==> src/hdl/hcib_pkg.sv <==
package hcib_pkg;
  // command byte layout and command ids
  localparam int OP_BIT = 7;
  localparam logic [6:0] CMD_NULL = 7'h00;
  localparam logic [6:0] CMD_PATH = 7'h03;
  localparam logic [6:0] CMD_CTRL = 7'h04;
  localparam logic [6:0] CMD_STAT = 7'h05;
  localparam int FRAME_BITS = 32;
  localparam int ID_HI = 23;
  localparam int ID_LO = 16;
  // control ids
  localparam logic [7:0] ID_REFERENCE_SOURCE_SELECT = 8'h01;
  localparam logic [7:0] ID_REF_OUT = 8'h02;
  localparam logic [7:0] ID_LOCAL_OSC_SOURCE_SELECT = 8'h03;
  localparam logic [7:0] ID_DUPLEX = 8'h04;
  localparam logic [7:0] ID_TDD_DIR = 8'h05;
  localparam logic [7:0] ID_TRIG = 8'h06;
  localparam logic [7:0] ID_IF_FLT = 8'h07;
  localparam logic [7:0] ID_RXBB_FLT = 8'h08;
  localparam logic [7:0] ID_TXBB_FLT = 8'h09;
  localparam logic [7:0] ID_ANT = 8'h0A;
  localparam logic [7:0] ID_CV_GAIN = 8'h0B;
  localparam logic [7:0] ID_RX_GAIN1 = 8'h0C;
  localparam logic [7:0] ID_RX_GAIN2 = 8'h0D;
  localparam logic [7:0] ID_AMP_BIAS_LOOP_ENABLE = 8'h0E;
  localparam logic [7:0] ID_PA_CUR = 8'h0F;
  localparam logic [7:0] ID_SYS_RST = 8'hFF;
  localparam logic [15:0] RESET_KEY = 16'hA57B;
  // value codes
  localparam logic [15:0] REF_EXTERNAL = 16'h0001;
  localparam logic [15:0] REF_OUT_OFF = 16'h0000;
  localparam logic [15:0] REF_OUT_MAX = 16'h0002;
  localparam logic [15:0] REFERENCE_SOURCE_SELECT_MAX = 16'h0002;
  localparam logic [15:0] LOCAL_OSC_SOURCE_SELECT_MAX = 16'h0002;
  localparam int TRIG_GAIN_BIT = 0;
  localparam int TRIG_TDD_BIT = 1;
  // status ids and their read-only values (values arbitrary)
  localparam logic [7:0] SID_CHAN = 8'h01;
  localparam logic [7:0] SID_SER1 = 8'h02;
  localparam logic [7:0] SID_SER2 = 8'h03;
  localparam logic [7:0] SID_REV = 8'h04;
  localparam logic [7:0] SID_PA_CUR = 8'h05;
  localparam logic [15:0] STAT_CHAN_VAL = 16'h0000;
  localparam logic [15:0] STAT_SER1_VAL = 16'h0123;
  localparam logic [15:0] STAT_SER2_VAL = 16'h4567;
  localparam logic [15:0] STAT_REV_VAL = 16'h0100;
endpackage

==> src/hdl/hcib_bank.sv <==
`timescale 1ns/1ps
`default_nettype none
module hcib_bank
  import hcib_pkg::*;
(
  input wire logic sys_clk,
  input wire logic rst_n,
  input wire logic spi_sclk,
  input wire logic spi_cs_n,
  input wire logic spi_mosi,
  input wire logic ext_trigger,
  input wire logic [15:0] pa_current_meas,
  input wire logic [1:0] stage_rx_gain_atten,
  input wire logic stage_switch_pos,
  output logic spi_miso,
  output logic [1:0] reference_source_select,
  output logic [1:0] reference_output_enable,
  output logic [1:0] local_osc_source_select_rx,
  output logic [1:0] local_osc_source_select_tx,
  output logic duplex_path_select,
  output logic tdd_direction_select,
  output logic [1:0] trigger_group_enable,
  output logic [2:0] if_filter_rx,
  output logic [2:0] if_filter_tx,
  output logic [2:0] rx_baseband_filter_select,
  output logic [2:0] tx_external_filter_select,
  output logic [3:0] antenna_output_lines,
  output logic [15:0] cv_gain_rx,
  output logic [15:0] cv_gain_tx,
  output logic [15:0] rx_gain_voltage_one,
  output logic [15:0] rx_gain_voltage_two,
  output logic amp_bias_loop_enable,
  output logic [15:0] amp_bias_current_target,
  output logic active_path_r,
  output logic duplex_switch_position,
  output logic gain_apply_pulse,
  output logic system_restart_pulse
);
  logic sclk_s, cs_n_s, mosi_s, trig_s;
  logic sclk_d_r, trig_d_r;
  logic [4:0] bit_cnt_r;
  logic [31:0] rx_shift_r;
  logic [31:0] tx_shift_r;
  logic [31:0] resp_r;
  logic frame_done;
  logic sclk_rise, sclk_fall, trig_rise;
  logic [31:0] word;
  logic is_read;
  logic [6:0] cmd;
  logic [7:0] cid;
  logic [15:0] val;
  logic id_ok, wr_ok, ref_clash;
  logic [15:0] rd_val;
  logic cmd_err;
  logic soft_rst;

  // synchronise the serial and trigger pins before use
  hcib_sync u_sync_sclk (.sys_clk(sys_clk), .rst_n(rst_n), .pin_in(spi_sclk), .pin_out(sclk_s));
  hcib_sync u_sync_cs (.sys_clk(sys_clk), .rst_n(rst_n), .pin_in(spi_cs_n), .pin_out(cs_n_s));
  hcib_sync u_sync_mosi (.sys_clk(sys_clk), .rst_n(rst_n), .pin_in(spi_mosi), .pin_out(mosi_s));
  hcib_sync u_sync_trig (.sys_clk(sys_clk), .rst_n(rst_n), .pin_in(ext_trigger), .pin_out(trig_s));

  // edge detection on synchronised copies
  always_ff @(posedge sys_clk or negedge rst_n) begin
    if (!rst_n) begin
      sclk_d_r <= 1'b0;
      trig_d_r <= 1'b0;
    end else begin
      sclk_d_r <= sclk_s;
      trig_d_r <= trig_s;
    end
  end
  assign sclk_rise = sclk_s & ~sclk_d_r & ~cs_n_s;
  assign sclk_fall = ~sclk_s & sclk_d_r & ~cs_n_s;
  assign trig_rise = trig_s & ~trig_d_r;

  // msb-first receive shifter, frame ends on 32nd rising edge
  always_ff @(posedge sys_clk or negedge rst_n) begin
    if (!rst_n) begin
      bit_cnt_r <= 5'h00;
      rx_shift_r <= 32'h00000000;
    end else if (cs_n_s) begin
      bit_cnt_r <= 5'h00;
    end else if (sclk_rise) begin
      rx_shift_r <= {rx_shift_r[30:0], mosi_s};
      bit_cnt_r <= bit_cnt_r + 5'h01;
    end
  end
  assign frame_done = sclk_rise && (bit_cnt_r == 5'h1F);
  assign word = {rx_shift_r[30:0], mosi_s};

  // command decode
  assign is_read = word[FRAME_BITS-1-(7-OP_BIT)];
  assign cmd = word[30:24];
  assign cid = word[ID_HI:ID_LO];
  assign val = word[15:0];
  assign ref_clash = (cid == ID_REFERENCE_SOURCE_SELECT && val == REF_EXTERNAL && reference_output_enable != 2'h0)
                  || (cid == ID_REF_OUT && val != REF_OUT_OFF
                      && reference_source_select == REF_EXTERNAL[1:0]);

  // control id legality and read values
  always_comb begin
    id_ok = 1'b1;
    wr_ok = 1'b1;
    rd_val = 16'h0000;
    unique case (cid)
      ID_REFERENCE_SOURCE_SELECT: begin
        rd_val = {14'h0000, reference_source_select};
        wr_ok = (val <= REFERENCE_SOURCE_SELECT_MAX);
      end
      ID_REF_OUT: begin
        rd_val = {14'h0000, reference_output_enable};
        wr_ok = (val <= REF_OUT_MAX);
      end
      ID_LOCAL_OSC_SOURCE_SELECT: begin
        rd_val = {14'h0000, active_path_r ? local_osc_source_select_tx : local_osc_source_select_rx};
        wr_ok = (val <= LOCAL_OSC_SOURCE_SELECT_MAX);
      end
      ID_DUPLEX: rd_val = {15'h0000, duplex_path_select};
      ID_TDD_DIR: rd_val = {15'h0000, tdd_direction_select};
      ID_TRIG: rd_val = {14'h0000, trigger_group_enable};
      ID_IF_FLT: rd_val = {13'h0000, active_path_r ? if_filter_tx : if_filter_rx};
      ID_RXBB_FLT: rd_val = {13'h0000, rx_baseband_filter_select};
      ID_TXBB_FLT: rd_val = {13'h0000, tx_external_filter_select};
      ID_ANT: rd_val = {12'h000, antenna_output_lines};
      ID_CV_GAIN: rd_val = active_path_r ? cv_gain_tx : cv_gain_rx;
      ID_RX_GAIN1: rd_val = rx_gain_voltage_one;
      ID_RX_GAIN2: rd_val = rx_gain_voltage_two;
      ID_AMP_BIAS_LOOP_ENABLE: rd_val = 16'h0000;
      ID_PA_CUR: rd_val = 16'h0000;
      ID_SYS_RST: begin
        rd_val = 16'h0000;
        wr_ok = (val == RESET_KEY);
      end
      default: id_ok = 1'b0;
    endcase
  end

  // error status for the next response byte
  always_comb begin
    cmd_err = 1'b0;
    if (cmd == CMD_CTRL)
      cmd_err = !id_ok || (!is_read && (!wr_ok || ref_clash));
    else if (cmd == CMD_STAT)
      cmd_err = !(cid >= SID_CHAN && cid <= SID_PA_CUR) || !is_read;
    else if (cmd != CMD_NULL && cmd != CMD_PATH)
      cmd_err = 1'b1;
  end

  assign soft_rst = frame_done && !is_read && cmd == CMD_CTRL && cid == ID_SYS_RST && val == RESET_KEY;

  // response word, loaded on frame end and sent next frame
  always_ff @(posedge sys_clk or negedge rst_n) begin
    if (!rst_n) begin
      resp_r <= 32'h00000000;
    end else if (frame_done) begin
      resp_r[31] <= cmd_err;
      resp_r[30:24] <= cmd;
      resp_r[23:16] <= cid;
      if (is_read && cmd == CMD_CTRL && id_ok)
        resp_r[15:0] <= rd_val;
      else if (is_read && cmd == CMD_STAT)
        unique case (cid)
          SID_CHAN: resp_r[15:0] <= STAT_CHAN_VAL;
          SID_SER1: resp_r[15:0] <= STAT_SER1_VAL;
          SID_SER2: resp_r[15:0] <= STAT_SER2_VAL;
          SID_REV: resp_r[15:0] <= STAT_REV_VAL;
          SID_PA_CUR: resp_r[15:0] <= pa_current_meas;
          default: resp_r[15:0] <= 16'h0000;
        endcase
      else if (is_read && cmd == CMD_PATH)
        resp_r[15:0] <= {15'h0000, active_path_r};
      else
        resp_r[15:0] <= 16'h0000;
    end
  end

  // transmit shifter: load response while deselected, shift on falling edge
  always_ff @(posedge sys_clk or negedge rst_n) begin
    if (!rst_n) begin
      tx_shift_r <= 32'h00000000;
      spi_miso <= 1'b0;
    end else if (cs_n_s) begin
      tx_shift_r <= resp_r;
      spi_miso <= resp_r[31];
    end else if (sclk_fall && bit_cnt_r != 5'h00) begin
      spi_miso <= tx_shift_r[30];
      tx_shift_r <= {tx_shift_r[30:0], 1'b0};
    end
  end

  // active path select command
  always_ff @(posedge sys_clk or negedge rst_n) begin
    if (!rst_n) begin
      active_path_r <= 1'b0;
    end else if (soft_rst) begin
      active_path_r <= 1'b0;
    end else if (frame_done && !is_read && cmd == CMD_PATH) begin
      active_path_r <= word[0];
    end
  end

  // settings bank writes
  always_ff @(posedge sys_clk or negedge rst_n) begin
    if (!rst_n) begin
      reference_source_select <= 2'h0;
      reference_output_enable <= 2'h0;
      local_osc_source_select_rx <= 2'h0;
      local_osc_source_select_tx <= 2'h0;
      duplex_path_select <= 1'b0;
      tdd_direction_select <= 1'b0;
      trigger_group_enable <= 2'h0;
      if_filter_rx <= 3'h0;
      if_filter_tx <= 3'h0;
      rx_baseband_filter_select <= 3'h0;
      tx_external_filter_select <= 3'h0;
      antenna_output_lines <= 4'h0;
      cv_gain_rx <= 16'h0000;
      cv_gain_tx <= 16'h0000;
      rx_gain_voltage_one <= 16'h0000;
      rx_gain_voltage_two <= 16'h0000;
      amp_bias_loop_enable <= 1'b0;
      amp_bias_current_target <= 16'h0000;
    end else if (soft_rst) begin
      reference_source_select <= 2'h0;
      reference_output_enable <= 2'h0;
      local_osc_source_select_rx <= 2'h0;
      local_osc_source_select_tx <= 2'h0;
      duplex_path_select <= 1'b0;
      tdd_direction_select <= 1'b0;
      trigger_group_enable <= 2'h0;
      if_filter_rx <= 3'h0;
      if_filter_tx <= 3'h0;
      rx_baseband_filter_select <= 3'h0;
      tx_external_filter_select <= 3'h0;
      antenna_output_lines <= 4'h0;
      cv_gain_rx <= 16'h0000;
      cv_gain_tx <= 16'h0000;
      rx_gain_voltage_one <= 16'h0000;
      rx_gain_voltage_two <= 16'h0000;
      amp_bias_loop_enable <= 1'b0;
      amp_bias_current_target <= 16'h0000;
    end else if (frame_done && !is_read && cmd == CMD_CTRL && id_ok && wr_ok && !ref_clash) begin
      unique case (cid)
        ID_REFERENCE_SOURCE_SELECT: reference_source_select <= val[1:0];
        ID_REF_OUT: reference_output_enable <= val[1:0];
        ID_LOCAL_OSC_SOURCE_SELECT: begin
          if (active_path_r)
            local_osc_source_select_tx <= val[1:0];
          else
            local_osc_source_select_rx <= val[1:0];
        end
        ID_DUPLEX: duplex_path_select <= val[0];
        ID_TDD_DIR: tdd_direction_select <= val[0];
        ID_TRIG: trigger_group_enable <= val[1:0];
        ID_IF_FLT: begin
          if (active_path_r)
            if_filter_tx <= val[2:0];
          else
            if_filter_rx <= val[2:0];
        end
        ID_RXBB_FLT: rx_baseband_filter_select <= val[2:0];
        ID_TXBB_FLT: tx_external_filter_select <= val[2:0];
        ID_ANT: antenna_output_lines <= val[3:0];
        ID_CV_GAIN: begin
          if (active_path_r)
            cv_gain_tx <= val;
          else
            cv_gain_rx <= val;
        end
        ID_RX_GAIN1: rx_gain_voltage_one <= val;
        ID_RX_GAIN2: rx_gain_voltage_two <= val;
        ID_AMP_BIAS_LOOP_ENABLE: amp_bias_loop_enable <= val[0];
        ID_PA_CUR: amp_bias_current_target <= val;
        default: ;
      endcase
    end
  end

  // staged tdd groups: direct when unarmed, on trigger edge when armed
  always_ff @(posedge sys_clk or negedge rst_n) begin
    if (!rst_n) begin
      duplex_switch_position <= 1'b0;
      gain_apply_pulse <= 1'b0;
    end else begin
      if (!trigger_group_enable[TRIG_TDD_BIT] || trig_rise)
        duplex_switch_position <= stage_switch_pos;
      gain_apply_pulse <= trigger_group_enable[TRIG_GAIN_BIT] ? trig_rise
                          : (stage_rx_gain_atten != 2'h0);
    end
  end

  // restart request to the system
  always_ff @(posedge sys_clk or negedge rst_n) begin
    if (!rst_n)
      system_restart_pulse <= 1'b0;
    else
      system_restart_pulse <= soft_rst;
  end
endmodule
`default_nettype wire

==> src/hdl/hcib_sync.sv <==
`timescale 1ns/1ps
`default_nettype none
// two-flop synchroniser for one pin
module hcib_sync (
  input wire logic sys_clk,
  input wire logic rst_n,
  input wire logic pin_in,
  output logic pin_out
);
  logic meta_r;
  // first stage feeds only the second
  always_ff @(posedge sys_clk or negedge rst_n) begin
    if (!rst_n) begin
      meta_r <= 1'b0;
      pin_out <= 1'b0;
    end else begin
      meta_r <= pin_in;
      pin_out <= meta_r;
    end
  end
endmodule
`default_nettype wire

==> config.mk <==
export PLATFORM = sky130hd
export DESIGN_NAME = hcib_bank
export DESIGN_NICKNAME = d
export VERILOG_FILES = /design/src/hdl/hcib_pkg.sv /design/src/hdl/hcib_bank.sv /design/src/hdl/hcib_sync.sv
export SDC_FILE = /design/constraint.sdc
export NUM_CORES = 1
export LEC_CHECK = 0
export BUFFER_PORTS_ARGS = -buffer_cell sky130_fd_sc_hd__buf_2
export CORE_ASPECT_RATIO = 0.5
export CORE_MARGIN = 2
export CORE_UTILIZATION = 35
export CTS_BUF_LIST = sky130_fd_sc_hd__clkbuf_8
export DETAILED_ROUTE_END_ITERATION = 10
export PLACE_DENSITY_LB_ADDON = 0.12
export SYNTH_ARGS = -nofsm -noshare
export SYNTH_HDL_FRONTEND = slang
export SYNTH_HIERARCHICAL = 1
export SYNTH_SLANG_ARGS = --single-unit
==> constraint.sdc <==
create_clock -name sys_clk -period 6.33 [get_ports sys_clk]
set_input_delay 0 -clock sys_clk [delete_from_list [all_inputs] [get_ports sys_clk]]
set_output_delay 0 -clock sys_clk [all_outputs]
set_load 0.01 [all_outputs]
Word-level counts from Yosys, hierarchy flattened. Cells that the tools add are included. Widths: inputs -> output; s select.

Bits of input ports: 25. Output and inout port bits: 114. Bits in registers: 223.

Muxes and demuxes: 82. $add $sub $neg: 1. Order comparisons: 3. Bitwise gates (word level): 9. Eq/ne operators: 25. Reduce and logical (&&, ||, !) cells: 78.

Operator list (count): $mux 16 (20); $pmux 16 s13 (1); $eq 8x4->1 const B (8); $pmux 16 s4 (1); $mux 31 (2); $mux 3 (15); $reduce_bool 2->1 (22); $mux 2 (18); $eq 8x3->1 const B (4); $reduce_and 2->1 (13); $logic_and 1x1->1 (21); $mux 1 (19); $reduce_and 3->1 (6); $eq 16x1->1 const B (1); $eq 16x16->1 const B (1); $eq 8x2->1 const B (2); $le 16x2->1 const B (1); $reduce_bool 16->1 (1); $reduce_or 16->1 (1); $eq 7x3->1 const B (2); $mux 4 (3); $mux 5 (2); $eq 8x1->1 const B (1); $eq 8x8->1 const B (1); other kinds (16) (32).

Longest topological paths before layout. Gate-level depths: netlist of the first run.

Word-level depth: 11. Gate-level depth with buffers: 10. Mapped depth without buffers: 8.

By module. Netlist of the first run, hierarchy kept.

By module, submodules not included: hcib_bank (area each 10075.9 sq um, sequential area each 5380.2 sq um, instances 1, cells an instance 943); hcib_sync (area each 50.0 sq um, sequential area each 50.0 sq um, instances 4, cells an instance 2).

Worst setup path before layout of the first run. No wires, ideal clock.

Kind: reg-to-reg. Start: register rx_shift_r[26]. End: register rx_gain_voltage_two[11]. Slack: 3.831 ns. Cell stages (with the launch flop): 7. Buffers on the path: 1. Library setup time: 0.125 ns. Data arrival time: 2.374 ns. Period minus slack after synthesis: 2.499 ns. Cells stage by stage: dfrtp_1 -> or4_4 -> or4_4 -> nor3_4 -> buf_4 -> o21a_1 -> mux2_2.

Cells in the longest elaborated chain, start to end: 7. Elaborated cells on any way between the ends: 11. Those cells by class: eq/ne: 1; mux: 1; reduce/logical: 9.

RTL lines: start, declared (line hcib_bank.sv:42) `logic [31:0] rx_shift_r;`; start signal, assigned (line hcib_bank.sv:85) `rx_shift_r <= {rx_shift_r[30:0], mosi_s};`; $eq 7x3->1 * (line hcib_bank.sv:150, hcib_bank.sv:243); $logic_and 1x1->1 * (line hcib_bank.sv:150, hcib_bank.sv:243); $logic_and 1x1->1 (3 in a row) (line hcib_bank.sv:243) `end else if (frame_done && !is_read && cmd == CMD_CTRL && id_ok && wr_ok && !ref_clash) begin`; $reduce_bool 2->1 (no source line); $reduce_and 2->1 (no source line); end signal, assigned (line hcib_bank.sv:272) `ID_RX_GAIN2: rx_gain_voltage_two <= val;`; end, declared (line hcib_bank.sv:31) `output logic [15:0] rx_gain_voltage_two,`.

Mark *: on every way between the ends. The rest lies on a longest branch, timed or not. A chain may end at the register's enable or synchronous reset.

Final worst setup path of the first run.
Start: register u_sync_cs.pin_out. End: register amp_bias_current_target[14].

Cells in the longest elaborated chain, start to end: 10. Elaborated cells on any way between the ends: 14. Those cells by class: mux: 1; bitwise: 2; reduce/logical: 11.

RTL lines: start, declared (line hcib_sync.sv:8) `output logic pin_out`; start signal, assigned (line hcib_sync.sv:18) `pin_out <= meta_r;`; $not 1->1 (no source line) *; $and 1x1->1 * (line hcib_bank.sv:73) `assign sclk_rise = sclk_s & ~sclk_d_r & ~cs_n_s;`; $logic_and 1x1->1 * (line hcib_bank.sv:89) `assign frame_done = sclk_rise && (bit_cnt_r == 5'h1F);`; $logic_and 1x1->1 * (2 in a row) (line hcib_bank.sv:150, hcib_bank.sv:243); $logic_and 1x1->1 (3 in a row) (line hcib_bank.sv:243); $reduce_bool 2->1 (no source line); $reduce_and 2->1 (no source line); end signal, assigned (line hcib_bank.sv:274) `ID_PA_CUR: amp_bias_current_target <= val;`; end, declared (line hcib_bank.sv:33) `output logic [15:0] amp_bias_current_target,`.

Marked as above.

==> flow_summary.yaml, run 1 <==
floorplan:
  io_pins: 139
  die_x_um: 246
  die_height_um: 125
  die_area_um2: 30800
  start_util_pct: 35.5
  rows: 44
  fp.coreArea_um2: 29000
drt:
  ant_nets: 0
  first_iter_violations: 652
  vias: 7847
  drc_errors: 0
  vias_per_cell: 5.18
  routedWlPerCell_um: 19.8
  dr.pass1.iters: 5
  wirelength_um: 29900
global_routing:
  grt_antenna_before_repair: 0
  grt_remaining_overflow: 0
  grt_pass1_wl_um: 46400
  grtUsageTotal_pct: 19.5
  grt_pass1_vias: 7786
  grt_max_degree: 114
placement:
  dp.cells: 1426
  place_area_um2: 11300
  portBuffers: 138
  hpwl_um: 20600
  gp_congestion: 0.821
setup_path:
  crit_path_end: "amp_bias_current_target[14]"
  regToRegStartpoint: "u_sync_cs/pin_out"
  path_depth: 8
  reg2reg_to: "amp_bias_current_target[14]"
  rrSetupSlack_ns: 2.27
  crit_start: "u_sync_cs/pin_out"
  cp-end-kind: "flip-flop"
  cpPeakStageDelay_ns: 0.82
  path_class: "flip-flop to flip-flop"
  cp_top_family: "simple AND/OR/NAND/NOR gates"
  crit_fanout: 70
  cp.arrival_ns: 4.49
  crit_chain: "buf_4, nor3b_2, buf_4, nand2_1, nor3_4, nand3_1, nand2_1, mux2_2"
  cp-start-kind: "flip-flop"
  slowest_stage: "nand3_1"
  rr_worst_depth: 8
  critPathBufInv: 2
  required_ns: 6.76
power:
  p_sw_w: 0.000735
  p_per_area_nw_per_um2: 237
  switching_share_pct: 25.3
  p_comb_share_pct: 4.8
  peakVddDrop_v: 0.000104
  leakage_nw: 6.14
  clock_power_share_pct: 41.9
  power_w: 0.00290
  internal_power_w: 0.00217
  power_frac_seq_pct: 53.3
cts:
  cts_buffer_depth: 3
  root_buffer: "clkbuf_8"
  cts_setup_buffers: 0
  htreeDepth: 2
  cts_tree: "yes"
  clk_latency_ns: 0.55
  cts_sinks: 223
  path_clk_slew_ns: 0.06
  numCtsBuffers: 37
  post_cts_resized: 0
finish:
  nets: 1126
  antenna_cells: 0
  layout_common_cells: "dfrtp_1, buf_2, nand2_1"
  area_delta_synth_final_pct: 19.1
  post_layout_nonfiller_instances: 1514
  final_common_cell: "dfrtp_1"
  drive_above_1_share_pct: 24.8
  fin_area_um2: 12200
  multiInputGateArea_um2: 4410
  regArea_um2: 5580
  nFillCells: 2841
yosys:
  yosysWarnings: 6
  synth.distinct_cells: 64
  synth_top_area_share_pct: 54.3
  avgSynthCellArea_um2: 10.8
  synth_ff_type: "dfrtp_1"
  syn_inst: 951
  netlist_area_um2: 10300
  yosys-top-cells-area: "dfrtp_1, mux2i_1, mux2_2"
  yosysTopAreaCell: "dfrtp_1"
  synth_edf_count: 0
  synth_nets: 979
  synthArstFlopShare_pct: 100
  ys_ff_latch: 223
  yosysSeqAreaShare_pct: 54.3
timing:
  setup_tns_ns: 0
  max_freq_mhz: 246
  min_period_over_period_pct: 64.2
  worstMarginPinSlew_ns: 1.25
  slew_headroom_pct: 16.4
  period_needed_ns: 4.06
  rsz0062_at_grt: "false"
  hold_viol: 0
  setup_viol: 0
  fin_worst_skew_ns: 0.0211
  drv_slew: 0
status:
  run_status: "finished, final reports clean"
flow_run:
  maxCapViolCount: 0
min_path:
  hold_class: "input pin to asynchronous set/reset pin"
[layer usage]
layer / global-route usage [%] / up-vias / part of all wire (%)
li1: - / 3653 / -
met1: 27.8 / 3986 / 47
met2: 30.0 / 167 / 47
met3: 4.29 / 41 / 5.1
met4: 4.93 / 0 / 1.6
met5: 0 / - / 0
[area by class of cell]
| class | count | share of cell area (%) |
|---|---|---|
| Sequential cell | 223 | 45.6 |
| Clock inverter | 22 | 0.941 |
| Tap cell | 391 | 4.00 |
| Multi-Input combinational cell | 656 | 36.0 |
| Inverter | 7 | 0.215 |
| Clock buffer | 42 | 4.72 |
| Timing Repair Buffer | 173 | 8.47 |
[cell families (layout without fill, tap and decap cells)]
| group | count (synthesis) | count (layout) | share of synthesized area (%) |
|---|---|---|---|
| AOI/OAI and AO/OA | 156 | 156 | 9.68 |
| buffers and inverters | 72 | 244 | 2.93 |
| adders and majority gates | 3 | 3 | 0.365 |
| and+or+nand+nor | 313 | 313 | 14.0 |
| DFF | 223 | 223 | 54.3 |
| xor gates and xnor gates | 4 | 4 | 0.341 |
| muxes | 180 | 180 | 18.4 |
[synth_stat cells (9+ instances only)]
library cell	instances
dfrtp_1	223
clkbuf_1	40
buf_1	9
nand2_1	135
mux2i_1	112
nor3_1	11
buf_2	12
o22ai_1	14
a21oi_1	28
mux2_2	66
o21ai_0	55
nand3_1	26
nor2_1	84
[how the worst min path moves through the flow]
stage / start / endpoint / cells after the start
floorplan: rst_n / active_path_r / 0
global placement: spi_mosi / u_sync_mosi/meta_r / 1
detailed placement: ext_trigger / u_sync_trig/meta_r / 1
CTS: spi_mosi / u_sync_mosi/meta_r / 2
global route: spi_sclk / u_sync_sclk/meta_r / 2
finish: rst_n / amp_bias_current_target[3] / 2
[per-stage QoR]
step                setup WS [ns]  utilization, %  hold WS (ns)
detailed placement           2.28            39.0         0.114
floorplan                    3.83               -        -0.296
CTS                          2.25            42.3        0.0601
finish                       2.27            42.3         0.102
global route                 1.98            42.3        0.0885
global placement             2.44            39.0         0.109
[power by group through the flow]
stage | Combinational, W | Clock [W] | Sequential [W]
2_1_floorplan | 0.000114 | 0 | 0.00150
3_3_place_gp | 0.000127 | 0 | 0.00157
3_5_place_dp | 0.000129 | 0 | 0.00157
4_1_cts | 0.000141 | 0.00126 | 0.00155
5_1_grt | 0.000156 | 0.00133 | 0.00156
6_report | 0.000138 | 0.00122 | 0.00155
[flip-flops by register name (all words and copies together) (netlist names), 3 cells and up]
name                       cells
tx_shift_r                    31
rx_shift_r                    31
bit_cnt_r                      5
cv_gain_rx                    16
rx_baseband_filter_select      3
antenna_output_lines           4
tx_external_filter_select      3
amp_bias_current_target       16
cv_gain_tx                    16
if_filter_tx                   3
rx_gain_voltage_two           16
resp_r                        32
rx_gain_voltage_one           16
if_filter_rx                   3
[worst reg2reg max path: stages, from the launching register on]
cell     delay, ns
dfrtp_2       0.39
buf_4         0.31
nor3b_2       0.25
buf_4         0.42
nand2_1       0.21
nor3_4        0.60
nand3_1       0.83
nand2_1       0.55
mux2_2        0.38
[timing repair]
| item | 4_1_cts | 5_1_grt |
|---|---|---|
| endpoints found under the hold margin | 132 | 0 |
| endpoints found under the setup margin | 0 | 0 |
| hold buffers | 24 | 0 |
Note: power is estimated with default switching activity, not from simulation.
==> inputs of run 2 (changes only) <==
==> constraint.sdc (replaced) <==
create_clock -name sys_clk -period 3.3 [get_ports sys_clk]
set_input_delay 0 -clock sys_clk [delete_from_list [all_inputs] [get_ports sys_clk]]
set_output_delay 0 -clock sys_clk [all_outputs]
set_load 0.01 [all_outputs]
==> run 2 against run 1 <==
Clock power is 77% higher. Clock-buffer cell count shrank 2. Via count decreased by 0.55%. Power is 86% higher. Non-clock buffer count is 16 higher. Clock skew increased by 0.0028 ns. Critical path type unchanged. Critical endpoint is now reference_source_select[0].
==> flow_summary.yaml, run 2 (synthesis gave the netlist of run 1 again) <==
placement:
  portBuffers: 138
  gp_congestion: 0.834
  hpwl_um: 21100
  preCtsSetupSlack_ns: 0.407
timing:
  setup_viol: 0
  period_needed_ns: 2.91
  min_period_over_period_pct: 88.2
  hold_slack_ns: 0.104
  final.setup.worst_slack_ns: 0.390
  worstMarginPinSlew_ns: 0.920
  drv_slew: 0
  fin_worst_skew_ns: 0.0239
  setup_tns_ns: 0
  hold_viol: 0
  slew_headroom_pct: 38.6
  max_freq_mhz: 344
  rsz0062_at_grt: "false"
drt:
  routedWlPerCell_um: 20.0
  ant_nets: 0
  first_iter_violations: 521
  dr.pass1.iters: 6
  vias: 7804
  wirelength_um: 30400
  drc_errors: 0
  vias_per_cell: 5.13
cts:
  cts_hold_buf: 24
  cts_tree: "yes"
  clk_latency_ns: 0.54
  htreeDepth: 2
  cts_setup_buffers: 0
  post_cts_resized: 0
  cts_sinks: 223
  root_buffer: "clkbuf_8"
  cts_buffer_depth: 3
  numCtsBuffers: 36
  path_clk_slew_ns: 0.06
setup_path:
  cp-end-kind: "flip-flop"
  cp_top_family: "simple AND/OR/NAND/NOR gates"
  slowest_stage: "or4_4"
  cp.arrival_ns: 3.36
  cpPeakStageDelay_ns: 0.57
  path_class: "flip-flop to flip-flop"
  path_common_cell: "or4_4"
  critPathBufInv: 1
  cp-start-kind: "flip-flop"
  crit_chain: "or4_4, or4_4, nor3_4, buf_4, o21ai_2, nor4_1, mux2i_1"
  crit_fanout: 16
  required_ns: 3.75
global_routing:
  grt_pass1_vias: 7879
  grt_remaining_overflow: 0
  grtUsageTotal_pct: 19.8
  grt_pass1_wl_um: 47300
  grt_antenna_before_repair: 0
  grt_max_degree: 115
status:
  run_status: "finished, final reports clean"
flow_run:
  maxCapViolCount: 0
power:
  leakage_nw: 6.18
  peakVddDrop_v: 0.000164
  power_w: 0.00540
  p_per_area_nw_per_um2: 439
min_path:
  hold_class: "input pin to asynchronous set/reset pin"
floorplan:
  die_area_um2: 30800
  die_height_um: 125
  fp.coreArea_um2: 29000
  start_util_pct: 35.5
  die_x_um: 246
  rows: 44
  io_pins: 139
finish:
  largest_register_ff_count: 32
  antenna_cells: 0
  layout_common_cells: "dfrtp_1, buf_2, nand2_1"
  reg.largest.list: "resp_r (32), rx_shift_r (31), tx_shift_r (31)"
  final_util_pct: 42.5
  top_register: "resp_r"
  final_common_cell: "dfrtp_1"
  drive_above_1_share_pct: 25.7
  nets: 1141
  area_delta_synth_final_pct: 19.7
## run 2: stage by stage
step           instances  cell area [um^2]
4_1_cts             1521             12300
2_1_floorplan        951             10300
3_3_place_gp        1442             11400
5_1_grt             1521             12300
3_5_place_dp        1442             11400
6_report            1521             12300
## run 2: worst paths after layout
kind | start | end | slack, ns | cells after the start
min reg2reg | u_sync_sclk/meta_r | u_sync_sclk/pin_out | 0.36 | 0
max | rx_shift_r[26] | reference_source_select[0] | 0.39 | 7
max in group asynchronous | rst_n | rx_shift_r[3] | 2.42 | 3
min | rst_n | system_restart_pulse | 0.10 | 2
max reg2reg | rx_shift_r[26] | reference_source_select[0] | 0.39 | 7
min in group sys_clk | spi_sclk | u_sync_sclk/meta_r | 0.12 | 2
## run 2: layout make-up
type | count | area, um^2
flip-flops and latches | 223 | 5580
clock inverters | 15 | 58.8
inverters | 7 | 26.3
well taps | 391 | 489
repair buffers | 189 | 1180
fillers | 2893 | 16700
multi-input cells | 656 | 4410
clock buffers | 40 | 551
## run 2: layer usage
metal / part of all wire, % / vias up / track usage (%)
met1: 48 / 3921 / 28.5
met3: 3.9 / 45 / 3.46
met4: 1.8 / 0 / 5.14
met5: 0 / - / 0
met2: 46 / 170 / 30.9
li1: - / 3668 / -
## run 2: power breakdown
part / switching, W / leakage (nW) / total, W / internal [W]
clock network: 0.00107 / 0.365 / 0.00216 / 0.00109
logic: 0.000157 / 2.82 / 0.000287 / 0.000129
registers: 0.000159 / 3.00 / 0.00296 / 0.00280
total: 0.00138 / 6.18 / 0.00540 / 0.00402
